==> config.mk <==
export PLATFORM = sky130hd
export DESIGN_NAME = mbx_responder
export DESIGN_NICKNAME = d
export VERILOG_FILES = /design/src/mbx_pkg.sv /design/src/mbx_crc_if.sv /design/src/mbx_crc.sv /design/src/mbx_responder.sv
export SDC_FILE = /design/constraint.sdc
export NUM_CORES = 1
export LEC_CHECK = 0
export BUFFER_PORTS_ARGS = -buffer_cell sky130_fd_sc_hd__buf_4
export CAP_MARGIN = 15
export CORE_ASPECT_RATIO = 0.7
export CORE_MARGIN = 4
export CORE_UTILIZATION = 39
export CTS_CLUSTER_DIAMETER = 50
export DETAILED_ROUTE_END_ITERATION = 10
export PLACE_DENSITY_LB_ADDON = 0.2
export SYNTH_ARGS = -nofsm -noshare
export SYNTH_HDL_FRONTEND = slang
export SYNTH_SLANG_ARGS = --single-unit
==> constraint.sdc <==
create_clock -name clk -period 7.6 [get_ports clk]
set_clock_uncertainty 0.05 [all_clocks]
set_input_delay 0.76 -clock clk [delete_from_list [all_inputs] [get_ports clk]]
set_output_delay 0.76 -clock clk [all_outputs]
set_load 0.02 [all_outputs]
==> src/mbx_pkg.sv <==
/*
 * constants shared by the exception responder and its crc unit.
 * assumes nothing of its surroundings.
 */
package mbx_pkg;

    // exception cause codes
    localparam logic [7:0] EXC_BAD_CMD    = 8'h01;
    localparam logic [7:0] EXC_BAD_ADDR   = 8'h02;
    localparam logic [7:0] EXC_BAD_VALUE  = 8'h03;
    localparam logic [7:0] EXC_OP_FAIL    = 8'h04;
    localparam logic [7:0] EXC_BAD_PASS   = 8'h05;
    localparam logic [7:0] EXC_BAD_FRAME  = 8'h06;
    localparam logic [7:0] EXC_READ_ONLY  = 8'h07;
    localparam logic [7:0] EXC_RUN_LOCKED = 8'h08;
    localparam logic [7:0] EXC_SYS_LOCKED = 8'h09;
    localparam logic [7:0] EXC_NONE       = 8'h00;

    // function code marking
    localparam logic [7:0] FC_EXC_MASK    = 8'h80;

    // frame lengths without check field, and byte positions
    localparam logic [2:0] NORM_LEN       = 3'h6;
    localparam logic [2:0] EXC_LEN        = 3'h3;
    localparam logic [2:0] POS_SLAVE      = 3'h0;
    localparam logic [2:0] POS_FUNC       = 3'h1;
    localparam logic [2:0] POS_B2         = 3'h2;
    localparam logic [2:0] POS_B3         = 3'h3;
    localparam logic [2:0] POS_B4         = 3'h4;
    localparam logic [2:0] IDX_ONE        = 3'h1;

    // crc-16 as used on rtu links, reflected form
    localparam logic [15:0] CRC_INIT      = 16'hFFFF;
    localparam logic [15:0] CRC_POLY      = 16'hA001;

    typedef enum logic [3:0] {
        ST_IDLE   = 4'h1,
        ST_LOAD   = 4'h2,
        ST_SEND   = 4'h4,
        ST_CRC_HI = 4'h8
    } mbx_state_type;

endpackage : mbx_pkg

==> src/mbx_crc_if.sv <==
/*
 * carrier between the responder and its crc unit.
 * assumes both ends share one clock.
 */
interface mbx_crc_if;
    logic        clear;
    logic        step;
    logic [7:0]  data;
    logic [15:0] crc;

    modport ctrl (output clear, output step, output data, input crc);
    modport unit (input clear, input step, input data, output crc);
endinterface : mbx_crc_if

==> src/mbx_crc.sv <==
/*
 * byte-wide crc-16 accumulator, one byte per clock.
 * assumes clear and step are never asserted together on purpose;
 * clear wins if they are.
 */
module mbx_crc
    import mbx_pkg::*;
(
    // clock and reset
    input  wire logic clk,
    input  wire logic sys_rst,
    // control side
    mbx_crc_if.unit   cif
);

    logic [15:0] crc;
    logic [15:0] next_crc;

    assign cif.crc = crc;

    always_comb begin
        next_crc = crc ^ {8'h00, cif.data};
        for (int i = 0; i < 8; i++) begin
            if (next_crc[0]) begin
                next_crc = (next_crc >> 1) ^ CRC_POLY;
            end else begin
                next_crc = next_crc >> 1;
            end
        end
    end

    always_ff @(posedge clk) begin
        if (sys_rst || cif.clear) begin
            crc <= CRC_INIT;
        end else if (cif.step) begin
            crc <= next_crc;
        end
    end

endmodule : mbx_crc

==> src/mbx_responder.sv <==
/*
 * slave-side error classification and response framing for a serial
 * drive link: takes one decoded request, picks normal or exception
 * answer and streams the answer bytes out.
 * assumes the receiver has already decoded the request and checked its
 * frame; the byte sink honours valid/ready; ascii coding is done outside.
 */
// How it works
// an unknown function code or a drive fault gives cause 01H.
// an illegal address and byte count pair gives cause 02H.
// a data value the rest of the request forbids gives cause 03H.
// a write of an invalid parameter value gives cause 04H.
// a password unlike the stored user password gives cause 05H.
// a bad frame length, or a bad crc in rtu mode, gives cause 06H.
// a write to a read-only parameter gives cause 07H.
// a write to a run-locked parameter while running gives cause 08H.
// any access but a password access while locked and not unlocked gives cause 09H.
// a normal answer echoes the function code and data address.
// an exception answer returns the function code with top bit set.
// an exception answer carries one cause byte after the code.
// the master resends or changes its request after an exception.
// rtu exception frame: address, marked code, cause, fresh crc.
module mbx_responder
    import mbx_pkg::*;
(
    // clock and reset
    input  wire logic        clk,
    input  wire logic        sys_rst,
    // decoded request
    input  wire logic        req_valid,
    output      logic        req_ready,
    input  wire logic [7:0]  req_slave,
    input  wire logic [7:0]  req_func,
    input  wire logic [15:0] req_addr,
    input  wire logic [15:0] req_word,
    input  wire logic        req_is_write,
    // frame checks from the receiver
    input  wire logic        rtu_mode,
    input  wire logic        frame_len_ok,
    input  wire logic        frame_crc_ok,
    // request classification from the parameter decoder
    input  wire logic        func_supported,
    input  wire logic        access_ok,
    input  wire logic        value_ok,
    input  wire logic        param_value_ok,
    input  wire logic        param_read_only,
    input  wire logic        param_run_locked,
    // password handling
    input  wire logic        pass_access,
    input  wire logic [15:0] user_password_parameter,
    input  wire logic        relock,
    // drive state
    input  wire logic        drive_fault,
    input  wire logic        drive_running,
    input  wire logic        sys_locked,
    // answer byte stream
    output      logic        tx_valid,
    input  wire logic        tx_ready,
    output      logic [7:0]  tx_data,
    output      logic        tx_last,
    // answer summary
    output      logic        resp_done,
    output      logic        resp_exc,
    output      logic [7:0]  resp_code,
    output      logic        unlocked
);

    mbx_crc_if     cif ();
    mbx_state_type state;
    mbx_state_type next_state;

    // latched request and answer byte index
    logic [7:0]  slave;
    logic [7:0]  func;
    logic [15:0] addr;
    logic [15:0] word;
    logic        rtu;
    logic [2:0]  idx;

    // classification of the incoming request; the cause select below sets the priority
    // req_ready is low for one cycle after reset, so it must gate the take
    wire take       = (state == ST_IDLE) && req_ready && req_valid;
    wire bad_frame  = !frame_len_ok || (rtu_mode && !frame_crc_ok);
    wire bad_cmd    = !func_supported || drive_fault;
    wire pass_match = (req_word == user_password_parameter);
    wire bad_pass   = pass_access && req_is_write && !pass_match;
    // the password access itself must pass the lock, else no unlock
    wire locked_out = sys_locked && !unlocked && !pass_access;
    wire bad_addr   = !access_ok;
    wire bad_value  = !value_ok;
    wire ro_write   = req_is_write && param_read_only;
    wire run_write  = req_is_write && param_run_locked
                      && drive_running;
    wire bad_param  = req_is_write && !param_value_ok;

    wire [7:0] cause =
        bad_frame  ? EXC_BAD_FRAME  :
        bad_cmd    ? EXC_BAD_CMD    :
        locked_out ? EXC_SYS_LOCKED :
        bad_addr   ? EXC_BAD_ADDR   :
        bad_value  ? EXC_BAD_VALUE  :
        bad_pass   ? EXC_BAD_PASS   :
        ro_write   ? EXC_READ_ONLY  :
        run_write  ? EXC_RUN_LOCKED :
        bad_param  ? EXC_OP_FAIL    :
                     EXC_NONE;
    wire is_exc  = (cause != EXC_NONE);
    wire unlock  = take && !is_exc && pass_access && req_is_write;

    // answer byte selection
    wire [2:0] len      = resp_exc ? EXC_LEN : NORM_LEN;
    wire       at_end   = (idx == len);
    wire       accepted = tx_valid && tx_ready;
    wire [7:0] func_out = resp_exc ? (func | FC_EXC_MASK) : func;
    wire [7:0] b2       = resp_exc ? resp_code : addr[15:8];
    wire [7:0] pay_byte =
        (idx == POS_SLAVE) ? slave     :
        (idx == POS_FUNC)  ? func_out  :
        (idx == POS_B2)    ? b2        :
        (idx == POS_B3)    ? addr[7:0] :
        (idx == POS_B4)    ? word[15:8] :
                             word[7:0];

    wire load_pay  = (state == ST_LOAD)
                     || ((state == ST_SEND) && accepted && !at_end);
    wire send_lo   = (state == ST_SEND) && accepted && at_end && rtu;
    wire send_hi   = (state == ST_CRC_HI) && accepted && !tx_last;
    wire finish    = ((state == ST_SEND) && accepted && at_end && !rtu)
                     || ((state == ST_CRC_HI) && accepted && tx_last);
    wire last_pay  = (idx == (len - IDX_ONE)) && !rtu;

    // crc steps when a byte is put on the stream, so it is ready
    // one cycle before the check field is needed
    assign cif.clear = take;
    assign cif.step  = load_pay;
    assign cif.data  = pay_byte;

    mbx_crc u_crc (
        .clk     (clk),
        .sys_rst (sys_rst),
        .cif     (cif)
    );

    always_comb begin
        next_state = state;
        case (state)
            ST_IDLE: begin
                if (take) begin
                    next_state = ST_LOAD;
                end
            end
            ST_LOAD: begin
                next_state = ST_SEND;
            end
            ST_SEND: begin
                if (send_lo) begin
                    next_state = ST_CRC_HI;
                end else if (finish) begin
                    next_state = ST_IDLE;
                end
            end
            ST_CRC_HI: begin
                if (finish) begin
                    next_state = ST_IDLE;
                end
            end
            default: begin
                next_state = ST_IDLE;
            end
        endcase
    end

    always_ff @(posedge clk) begin
        if (sys_rst) begin
            state     <= ST_IDLE;
            req_ready <= 1'b0;
        end else begin
            state     <= next_state;
            req_ready <= (next_state == ST_IDLE);
        end
    end

    always_ff @(posedge clk) begin
        if (sys_rst) begin
            slave     <= 8'h00;
            func      <= 8'h00;
            addr      <= 16'h0000;
            word      <= 16'h0000;
            rtu       <= 1'b0;
            resp_exc  <= 1'b0;
            resp_code <= EXC_NONE;
        end else if (take) begin
            slave     <= req_slave;
            func      <= req_func;
            addr      <= req_addr;
            word      <= req_word;
            rtu       <= rtu_mode;
            resp_exc  <= is_exc;
            resp_code <= cause;
        end
    end

    always_ff @(posedge clk) begin
        if (sys_rst || take) begin
            idx <= POS_SLAVE;
        end else if (load_pay) begin
            idx <= idx + IDX_ONE;
        end
    end

    always_ff @(posedge clk) begin
        if (sys_rst) begin
            tx_valid <= 1'b0;
            tx_data  <= 8'h00;
            tx_last  <= 1'b0;
        end else if (load_pay) begin
            tx_valid <= 1'b1;
            tx_data  <= pay_byte;
            tx_last  <= last_pay;
        end else if (send_lo) begin
            tx_data  <= cif.crc[7:0];
            tx_last  <= 1'b0;
        end else if (send_hi) begin
            // low check byte taken; crc holds still, so the high half is safe
            tx_data  <= cif.crc[15:8];
            tx_last  <= 1'b1;
        end else if (finish) begin
            tx_valid <= 1'b0;
            tx_last  <= 1'b0;
        end
    end

    always_ff @(posedge clk) begin
        if (sys_rst) begin
            resp_done <= 1'b0;
        end else begin
            resp_done <= finish;
        end
    end

    // unlock only lasts until the drive relocks; a correct password in
    // the same cycle as relock keeps the system unlocked
    always_ff @(posedge clk) begin
        if (sys_rst) begin
            unlocked <= 1'b0;
        end else if (unlock) begin
            unlocked <= 1'b1;
        end else if (relock) begin
            unlocked <= 1'b0;
        end
    end

endmodule : mbx_responder
==> results of run 1 <==
==> cell usage after synthesis, types with 3 or more instances <==
library cell | n | area share [%]
nand3_1 | 11 | 1.1
mux2_2 | 8 | 1.8
xor2_1 | 7 | 1.2
a21boi_0 | 5 | 0.74
a2111oi_0 | 4 | 0.69
o22ai_1 | 3 | 0.37
o21ai_0 | 11 | 1.1
a21oi_1 | 78 | 7.7
nand4b_1 | 6 | 1.0
nor2_1 | 36 | 2.7
dfxtp_1 | 90 | 35
inv_1 | 14 | 1.0
o211ai_1 | 10 | 1.5
xnor2_1 | 26 | 4.5
buf_2 | 7 | 0.69
buf_6 | 5 | 1.1
a221oi_1 | 4 | 0.69
buf_4 | 6 | 0.89
nor3b_1 | 3 | 0.44
nand2_1 | 153 | 11
nand2b_1 | 13 | 1.6
a31oi_1 | 8 | 0.99
nor3_1 | 8 | 0.79
mux2i_1 | 8 | 1.6
nor2b_1 | 5 | 0.62
nand3b_1 | 4 | 0.59
nand4_1 | 6 | 0.74
o32ai_1 | 3 | 0.52
or4_1 | 3 | 0.44
a211oi_1 | 3 | 0.44
clkbuf_1 | 33 | 2.4
ha_1 | 5 | 1.2
and3_1 | 9 | 1.1
o211a_1 | 3 | 0.59
o311a_1 | 5 | 0.99
==> worst register-to-register path, cell delays in order, from the launching register on <==
cell and delay (ns):
dfxtp_1 0.37, inv_1 0.13, ha_1 0.60, inv_1 0.24
a2111oi_1 0.72, a211oi_2 0.12, xnor2_1 0.30, xnor2_1 0.20
xor3_2 0.53, nor4_1 0.25, nor3_2 0.08
==> report_power, final <==
part | internal, W | leakage (nW) | switching (W)
registers | 0.000488 | 0.731 | 0.0000144
logic | 0.0000711 | 1.47 | 0.0000749
clock network | 0.000289 | 0.145 | 0.000191
total | 0.000848 | 2.34 | 0.000280
==> routing by layer <==
metal	global-route usage, %	vias to the layer above	wire [um]
met5	0	-	0
met4	3.799	0	64
met3	4.688	7	1164
met2	26.86	186	5814
met1	29.31	2280	7315
li1	-	2404	-
==> final cells by class <==
cell class,count,area (um2),share of cell area [%]
timing repair buffer,107,803.3,13.05
clock buffer,10,229.0,3.719
inverter,15,56.30,0.9144
multi-input combinational,495,2973,48.28
sequential,90,1802,29.26
tap,162,202.7,3.292
clock inverter,6,91.34,1.483
==> final timing paths <==
kind                             to  slack [ns]  depth (start not counted)
setup / recovery  u_crc.cif.crc[14]        3.90                         10
hold / removal           tx_data[3]        0.40                          2
setup reg to reg  u_crc.cif.crc[14]        3.90                         10
hold reg to reg          tx_data[3]        0.40                          2
==> cell families after synthesis <==
| family | Yosys count | share of synthesized area [%] |
|---|---|---|
| AOI/OAI and AO/OA | 166 | 22.20 |
| xor gates and xnor gates | 36 | 6.974 |
| adders and majority gates | 5 | 1.232 |
| buffers and inverters | 68 | 6.382 |
| DFF | 90 | 35.49 |
| muxes | 16 | 3.352 |
| other | 1 | 0.07386 |
| and+or+nand+nor | 268 | 24.30 |
==> through the flow <==
stage	util (%)	hold WS (ns)	power, W
after detailed placement	46.35	0.3989	0.0006582
after CTS	48.90	0.4075	0.001136
final	48.90	0.4033	0.001128
after global routing	48.90	0.4245	0.001174
after global placement	46.35	0.3931	0.0006541
after floorplan	-	0.3812	0.0005972
==> registers in the layout (all words and copies together), names as in the netlist, 3 cells and up <==
signal	cells
resp_code	4
func	8
state	4
tx_data	8
word	16
u_crc.cif.crc	16
addr	16
idx	3
slave	8
==> results.md, run 1 <==
- Actual slew at the worst max-slew pin: 0.9847 ns
- Final setup margin: approximately 4 ns
- Final WL: between 10,000 and 15,000 um
- CP Launch Type: flip-flop
- Slowest cell delay on critical path: a little over 0.7 ns
- Pre-antenna DRT Iters: 5
- Post-synthesis cell type count: 69
- Reg clk slew, reported paths: ~0.07 ns
- WP data required: between 7 and 8 ns
- First-pass GRT wire length: between 20,000 and 25,000 um
- Pin count of the biggest net entering global routing: between 50 and 60
- Post-DP Area: 5837 um2
- CTS Buf Count: 9
- Crit-path slowest cell: a2111oi_1
- Number of synthesized flops with an enable pin: 0
- CTS tree: done
- Routability congestion estimate: around 0.88
- Antenna-violating nets left: 0
- Synthesized instance count: 650
- Post-layout instance area: 6157 um2
- # IOs: approximately 110
- Final #Nets: roughly 800
- Dpl hpwl: 10,810 um
- Root buffer cell: clkbuf_16
- Post-layout min period: between 3 and 4 ns
- Layout area overhead: 21.27%
- Status: finished clean
- Post_cts resized: 0
- DRC Markers: 0
- Post-Syn Area per Cell: a little under 8 um2
- N_diodes: 0
- Fin Setup TNS: 0 ns
- Share of cells above drive strength 1: approximately 20%
- Post-synthesis sequential area ratio: ~35%
- CTS sink cnt: 90
- Kind of critical path: reg -> reg
- Max-slew violation count: 0
- Top_reg_cell synth: dfxtp_1
- Crit-path cells: inv_1, ha_1, inv_1, a2111oi_1, a211oi_2, xnor2_1, xnor2_1, xor3_2, nor4_1, nor3_2
- Row Count: 34
- Cts hold-fix bufs: 0
- CP max FO: 20
- Vias per cell: around 5.5
- HP Start: tx_data[3]
- Count of state elements after synthesis: 90
- Crit. End Element: flip-flop
- Final hold vios: 0
- Core Area: roughly 13,000 um2
- Pre-CTS WS: ~4 ns
- Worst Setup SP: idx[1]
- Ys async rst share: 0%
- Power per cell area: approximately 180 nW/um2
- Placed Cells: approximately 870
- DR iter-0 viols: 431
- Initial core utilization: 40.32%
- Netlist Area Pre-Place: 5077 um2
- Vias in the first global route: 4,375
- FF-to-FF Start: idx[1]
- Routed vias: between 4,000 and 5,000
- Grt total ovfl: 0
- CP top delay family: XOR/XNOR gates
- Clock latency on the worst-skew pair: about 0.34 ns
- Non-Filler Instances: a little under 900
- Period utilisation layout: around half
- Fillers: approximately 1,300
- Syn. warnings: 0
- Worst path arrival time: 3.87 ns
- Floorplan die width: around 140 um
- Fmax: 0.2704 GHz
- IO Port Bufs: 100
- Die height: roughly 100 um
- Setup Buffers After CTS: 0
- Final Setup Violations: 0
- Most frequent cells in the layout: 153 x nand2_1, 107 x buf_4, 90 x dfxtp_1, 77 x a21oi_1, 36 x nor2_1
- RSZ-0062 raised after global routing: no
- Max_cap viols: 0
- Routed len/inst: approximately 16 um
- Static Leakage: between 2 and 2.5 nW
- VDD IR-drop max: 0.00009891 V
- Most common library cell in the layout ignoring fill and taps: nand2_1
- Overall Global Routing Usage: 19.05%
- Maximum root-to-sink buffer count: 2
- CP Buf/Inv Count: 2
- Slew headroom: around 33%
- Number of H-tree levels: 3
- Hold Crit Class: reg -> reg
- Full die area: 14,940 um2
- Initial antenna violation count: 0
Power figures use the tool's default switching activity.
==> run 2, diff against run 1 <==
==> constraint.sdc (replaced) <==
create_clock -name clk -period 3.7 [get_ports clk]
set_clock_uncertainty 0.05 [all_clocks]
set_input_delay 0.37 -clock clk [delete_from_list [all_inputs] [get_ports clk]]
set_output_delay 0.37 -clock clk [all_outputs]
set_load 0.02 [all_outputs]
==> results.md, run 2 (synthesis results as in run 1) <==
- Status: finished clean
- Final #Nets: 813 (+0.87%)
- Max-slew violation count: 0 (unchanged)
- Reg power frac: 45.4% (+0.9 points)
- Period utilisation layout: 90.94% (+42 points)
- NetSw: 0.0005830 W (+110%)
- Core Area: 12,590 um2 (unchanged)
- Fillers: 1,219 (-4.8%)
- Post_cts resized: 0 (unchanged)
- Power per cell area: 366.5 nW/um2 (+100%)
- Pre-antenna DRT Iters: 5 (unchanged)
- Initial core utilization: 40.32% (unchanged)
- Wl on met1: 7633 um (+4.3%)
- WP data required: 3.87 ns (-3.90 ns)
- Die height: 103.5 um (unchanged)
- VDD IR-drop max: 0.0002125 V (+110%)
- Number of H-tree levels: 3 (unchanged)
- CTS Buf Count: 9 (unchanged)
- Final hold vios: 0 (unchanged)
- Worst Setup EP: u_crc.cif.crc[14]
- Slew headroom: 38.01% (+4.5 points)
- Hold Crit Class: in -> reg
- Most common library cell in the layout ignoring fill and taps: nand2_1
- FF-to-FF Start: idx[1]
- Overall Global Routing Usage: 20.09% (+1.0 points)
- Pre-CTS WS: 0.4053 ns (-3.548 ns)
- Initial antenna violation count: 0 (unchanged)
- Routed vias: 4,839 (-0.78%)
- Detail Route met2 WL: 5858 um (+0.76%)
- Antenna-violating nets left: 0 (unchanged)
- Post-layout min period: 3.365 ns (-0.3336 ns)
- Fin Setup TNS: 0 ns (unchanged)
- Final setup margin: 0.3351 ns (-3.566 ns)
- Final WL: 15,020 um (+4.6%)
- Final Setup Violations: 0 (unchanged)
- Static Leakage: 2.379 nW (+1.6%)
- DRC Markers: 0 (unchanged)
- Max layer used: met4
- Crit-path most repeated cell: ha_1
- Vias in the first global route: 4,414 (+0.89%)
- Cts hold-fix bufs: 0 (unchanged)
- Floorplan die width: 144.4 um (unchanged)
- Full die area: 14,940 um2 (unchanged)
- Grt total ovfl: 0 (unchanged)
- IO Port Bufs: 100 (unchanged)
- Clock power frac: 41.2% (-1.3 points)
- Switch share: 25.63% (+0.80 points)
- Setup Buffers After CTS: 0 (unchanged)
- Routed len/inst: 16.84 um (+3.8%)
- Fmax: 0.2972 GHz (+9.9%)
- N_diodes: 0 (unchanged)
- Most frequent cells in the layout: 153 x nand2_1, 113 x buf_4, 90 x dfxtp_1, 77 x a21oi_1, 36 x nor2_1
- CP Launch Type: flip-flop
- CTS sink cnt: 90 (unchanged)
- Reg-to-reg endpoint: u_crc.cif.crc[14]
- Stages on worst setup path: 10 (unchanged)
- Share of cells above drive strength 1: 21.10% (+0.90 points)
- FF-to-FF setup slack: 0.34 ns (-3.57 ns)
- Crit-path slowest cell: ha_1
- Worst Setup SP: idx[1]
- CP top delay family: adder cells
- Routability congestion estimate: 0.9405 (+7.1%)
- Max_cap viols: 0 (unchanged)
- Slowest cell delay on critical path: 0.59 ns (-0.13 ns)
- CTS tree: done
- Pin count of the biggest net entering global routing: 54 (-6.9%)
- Clock latency on the worst-skew pair: 0.34 ns (about the same)
- CP max FO: 17 (-15%)
- Root buffer cell: clkbuf_16
- Actual slew at the worst max-slew pin: 0.9265 ns (-0.05820 ns)
- Dpl hpwl: 11,460 um (+6.0%)
- CP Buf/Inv Count: 0 (-2)
- Worst reg2reg path depth: 10 (unchanged)
- Kind of critical path: reg -> reg
- Worst path arrival time: 3.54 ns (-0.33 ns)
- DR iter-0 viols: 370 (-14%)
- Reg clk slew, reported paths: 0.07 ns (about the same)
- Vias per cell: 5.425 (-1.6%)
- Maximum root-to-sink buffer count: 2 (unchanged)
- Row Count: 34 (unchanged)
- First-pass GRT wire length: 23,330 um (+4.2%)
- Crit. End Element: flip-flop
- Layout area overhead: 22.25%
- # IOs: 105 (unchanged)
- Int Pwr: 0.001692 W (+100%)
- Metal3 WL: 1396 um (+20%)
- RSZ-0062 raised after global routing: no
- Combinational Power Share: 13.4% (+0.5 points)
- Crit-path cells: ha_1, ha_1, nand4b_1, o311ai_4, and3_1, o311a_1, xor2_1, xor3_2, nor4_1, nor3_2
- Largest regs: addr: 16 flops, u_crc.cif.crc: 16 flops, word: 16 flops
run 2: changes by cell type in the layout (fill, tap and decap cells not counted), sizes merged:
cell,change
buf,+7
bufinv,-1
clkinv,+1
run 2: stage by stage:
stage / area (um2) / total power [W] / utilization, % / hold slack (ns) / cells
2_1_floorplan: 5089 / 0.001227 / - / 0.3812 / 653
3_3_place_gp: 5902 / 0.001349 / 46.87 / 0.3934 / 876
3_5_place_dp: 5902 / 0.001359 / 46.87 / 0.4001 / 876
4_1_cts: 6207 / 0.002291 / 49.29 / 0.2124 / 892
5_1_grt: 6207 / 0.002364 / 49.29 / 0.2158 / 892
6_report: 6207 / 0.002275 / 49.29 / 0.2218 / 892
run 2: layout make-up:
type	instances	area (um2)	share of cell area, %
Multi-Input combinational cell	495	2973	47.89
Sequential cell	90	1802	29.03
Timing Repair Buffer	114	868.3	13.99
Clock buffer	10	239.0	3.850
Tap cell	162	202.7	3.265
Clock inverter	6	66.31	1.068
Inverter	15	56.30	0.9071
run 2: how the worst min path moves through the flow:
stage	from	endpoint	slack [ns]	depth (start not counted)
5_1_grt	req_slave[6]	slave[6]	0.22	3
6_report	req_slave[6]	slave[6]	0.22	3
4_1_cts	req_slave[6]	slave[6]	0.21	3
3_5_place_dp	tx_data[3]	tx_data[3]	0.40	2
2_1_floorplan	addr[4]	addr[4]	0.38	2
3_3_place_gp	tx_data[3]	tx_data[3]	0.39	2
run 2: metal layers:
layer  global-route usage [%]  vias up
met5                        0        -
met4                    3.799        0
met3                    5.469       11
met2                    27.78      195
met1                    31.09     2218
li1                         -     2415
run 2: worst min-delay path, cell delays in order:
cell,delay [ns]
buf_4,0.11
nand2_1,0.04
a21oi_1,0.05
run 2: power groups by stage:
stage                     combinational (W)  clock (W)  sequential, W
after detailed placement           0.000304          0        0.00105
after CTS                          0.000306   0.000953        0.00103
after global placement             0.000296          0        0.00105
after global routing               0.000337   0.000990        0.00104
final                              0.000304   0.000937        0.00103
after floorplan                    0.000183          0        0.00104
==> run 3, diff against run 2 <==
--- a/config.mk
+++ b/config.mk
@@ -7,6 +7,8 @@
 export LEC_CHECK = 0
 export BUFFER_PORTS_ARGS = -buffer_cell sky130_fd_sc_hd__buf_4
 export CAP_MARGIN = 15
+export CELL_PAD_IN_SITES_DETAIL_PLACEMENT = 0
+export CELL_PAD_IN_SITES_GLOBAL_PLACEMENT = 1
 export CORE_ASPECT_RATIO = 0.7
 export CORE_MARGIN = 4
 export CORE_UTILIZATION = 39
==> results.md, run 3 (synthesis results as in run 1) <==
- Die height: 103.5 um (unchanged)
- Dpl hpwl: 11,230 um (-2.0%)
- Floorplan die width: 144.4 um (unchanged)
- CP Launch Type: flip-flop
- Pre-antenna DRT Iters: 5 (unchanged)
- Power per cell area: 366.1 nW/um2 (-0.11%)
- Fmax: 0.2942 GHz (-1.0%)
- Post-layout instance area: 6226 um2 (+0.30%)
- CTS Buf Count: 9 (unchanged)
- Root buffer cell: clkbuf_16
- IO Port Bufs: 100 (unchanged)
- Setup Buffers After CTS: 0 (unchanged)
- Total power: 0.002279 W (+0.19%)
- Static Leakage: 2.394 nW (+0.65%)
- Max_cap viols: 0 (unchanged)
- Antenna-violating nets left: 0 (unchanged)
- Max-slew violation count: 0 (unchanged)
- DR iter-0 viols: 372 (+0.54%)
- Final #Nets: 814 (+0.12%)
- Crit-path most repeated cell: ha_1
- VDD IR-drop max: 0.0002449 V (+15%)
- Actual slew at the worst max-slew pin: 0.8964 ns (-0.03013 ns)
- Layout area overhead: 22.62%
- Final Setup Violations: 0 (unchanged)
- First-pass GRT wire length: 23,560 um (+0.98%)
- Routability congestion estimate: 0.8229 (-13%)
- Full die area: 14,940 um2 (unchanged)
- Final hold vios: 0 (unchanged)
- Status: finished clean
- Crit-path cells: ha_1, ha_1, nand4b_1, o311ai_4, and3_1, o311a_1, xor2_1, xor3_2, nor4_1, nor3_2
- Routed vias: 4,804 (-0.72%)
- Most common library cell in the layout ignoring fill and taps: nand2_1
- Vias per cell: 5.380 (-0.83%)
- Grt total ovfl: 0 (unchanged)
- CP max FO: 18 (+1)
- Overall Global Routing Usage: 20.08% (about the same)
- CTS tree: done
- Fin Setup TNS: 0 ns (unchanged)
- Final Util: 49.44% (+0.15 points)
- Routed len/inst: 16.35 um (-2.9%)
- Crit-path slowest cell: ha_1
- Vias in the first global route: 4,474 (+1.4%)
- Most frequent cells in the layout: 153 x nand2_1, 114 x buf_4, 90 x dfxtp_1, 77 x a21oi_1, 36 x nor2_1
- Slew headroom: 40.02% (+2.0 points)
- CP top delay family: simple AND/OR/NAND/NOR gates
- Post_cts resized: 0 (unchanged)
- CP Buf/Inv Count: 0 (unchanged)
- Row Count: 34 (unchanged)
- Final WL: 14,600 um (-2.8%)
- Worst path arrival time: 3.56 ns (+0.02 ns)
- Number of H-tree levels: 3 (unchanged)
- Kind of critical path: reg -> reg
- Maximum root-to-sink buffer count: 2 (unchanged)
- Core Area: 12,590 um2 (unchanged)
- Final setup margin: 0.3010 ns (-0.03410 ns)
- Pin count of the biggest net entering global routing: 73 (+35%)
- Share of cells above drive strength 1: 21.07% (-0.029 points)
- RSZ-0062 raised after global routing: no
- CTS sink cnt: 90 (unchanged)
- Period utilisation layout: 91.86% (+0.92 points)
- DRC Markers: 0 (unchanged)
- Initial core utilization: 40.32% (unchanged)
- Cts hold-fix bufs: 0 (unchanged)
- WP data required: 3.86 ns (about the same)
- Post-DP Area: 5909 um2 (+0.13%)
- Post-layout min period: 3.399 ns (+0.03411 ns)
- Clock latency on the worst-skew pair: 0.34 ns (about the same)
- Largest regs: addr: 16 flops, u_crc.cif.crc: 16 flops, word: 16 flops
- # IOs: 105 (unchanged)
- Reg clk slew, reported paths: 0.06 ns (about the same)
- Initial antenna violation count: 0 (unchanged)
- N_diodes: 0 (unchanged)
- Slowest cell delay on critical path: 0.60 ns (about the same)
- Hold Crit Class: in -> reg
- Crit. End Element: flip-flop
- Pre-CTS WS: 0.3184 ns (-0.08689 ns)
run 3: changes by cell type in the layout (fill, tap and decap cells not counted), sizes merged:
cell / delta
clkinvlp: -2
buf: +1
clkbuf: +3
clkinv: -1
run 3: cell type report:
cell class	instances	area, um2
clock buffers	13	270.3
clock inverters	3	46.29
fillers	1246	6366
inverters	15	56.30
multi-input cells	495	2973
flip-flops and latches	90	1802
well taps	162	202.7
repair buffers	115	875.8
run 3: per-stage QoR:
step | std cells | hold slack (ns)
2_1_floorplan | 653 | 0.3812
3_3_place_gp | 877 | 0.3937
3_5_place_dp | 877 | 0.3975
4_1_cts | 893 | 0.2156
5_1_grt | 893 | 0.2162
6_report | 893 | 0.2263
run 3: where the power goes:
part / internal, W / total [W] / switching (W)
Combinational: 0.000147 / 0.000299 / 0.000153
Clock: 0.000580 / 0.000947 / 0.000367
Sequential: 0.00100 / 0.00103 / 0.0000301
run 3: path summary, 6_finish.rpt:
| check | from | end | slack (ns) | cells after the start |
|---|---|---|---|---|
| setup / recovery | idx[1] | u_crc.cif.crc[14] | 0.30 | 10 |
| hold / removal | req_slave[2] | slave[2] | 0.23 | 3 |
| setup reg to reg | idx[1] | u_crc.cif.crc[14] | 0.30 | 10 |
| hold reg to reg | addr[8] | addr[8] | 0.41 | 2 |
run 3: worst min-delay path, delay by kind of cell:
family | cells | cell delay, ns
AOI/OAI and AO/OA | 1 | 0.05
and+or+nand+nor | 1 | 0.04
buffers and inverters | 1 | 0.11
run 3: metal layers:
layer / up-vias / track usage, % / wire length [um]
met5: - / 0 / 0
met4: 0 / 3.369 / 91
met3: 9 / 5.009 / 971
met2: 142 / 29.35 / 6071
met1: 2233 / 30.25 / 7469
li1: 2420 / - / -
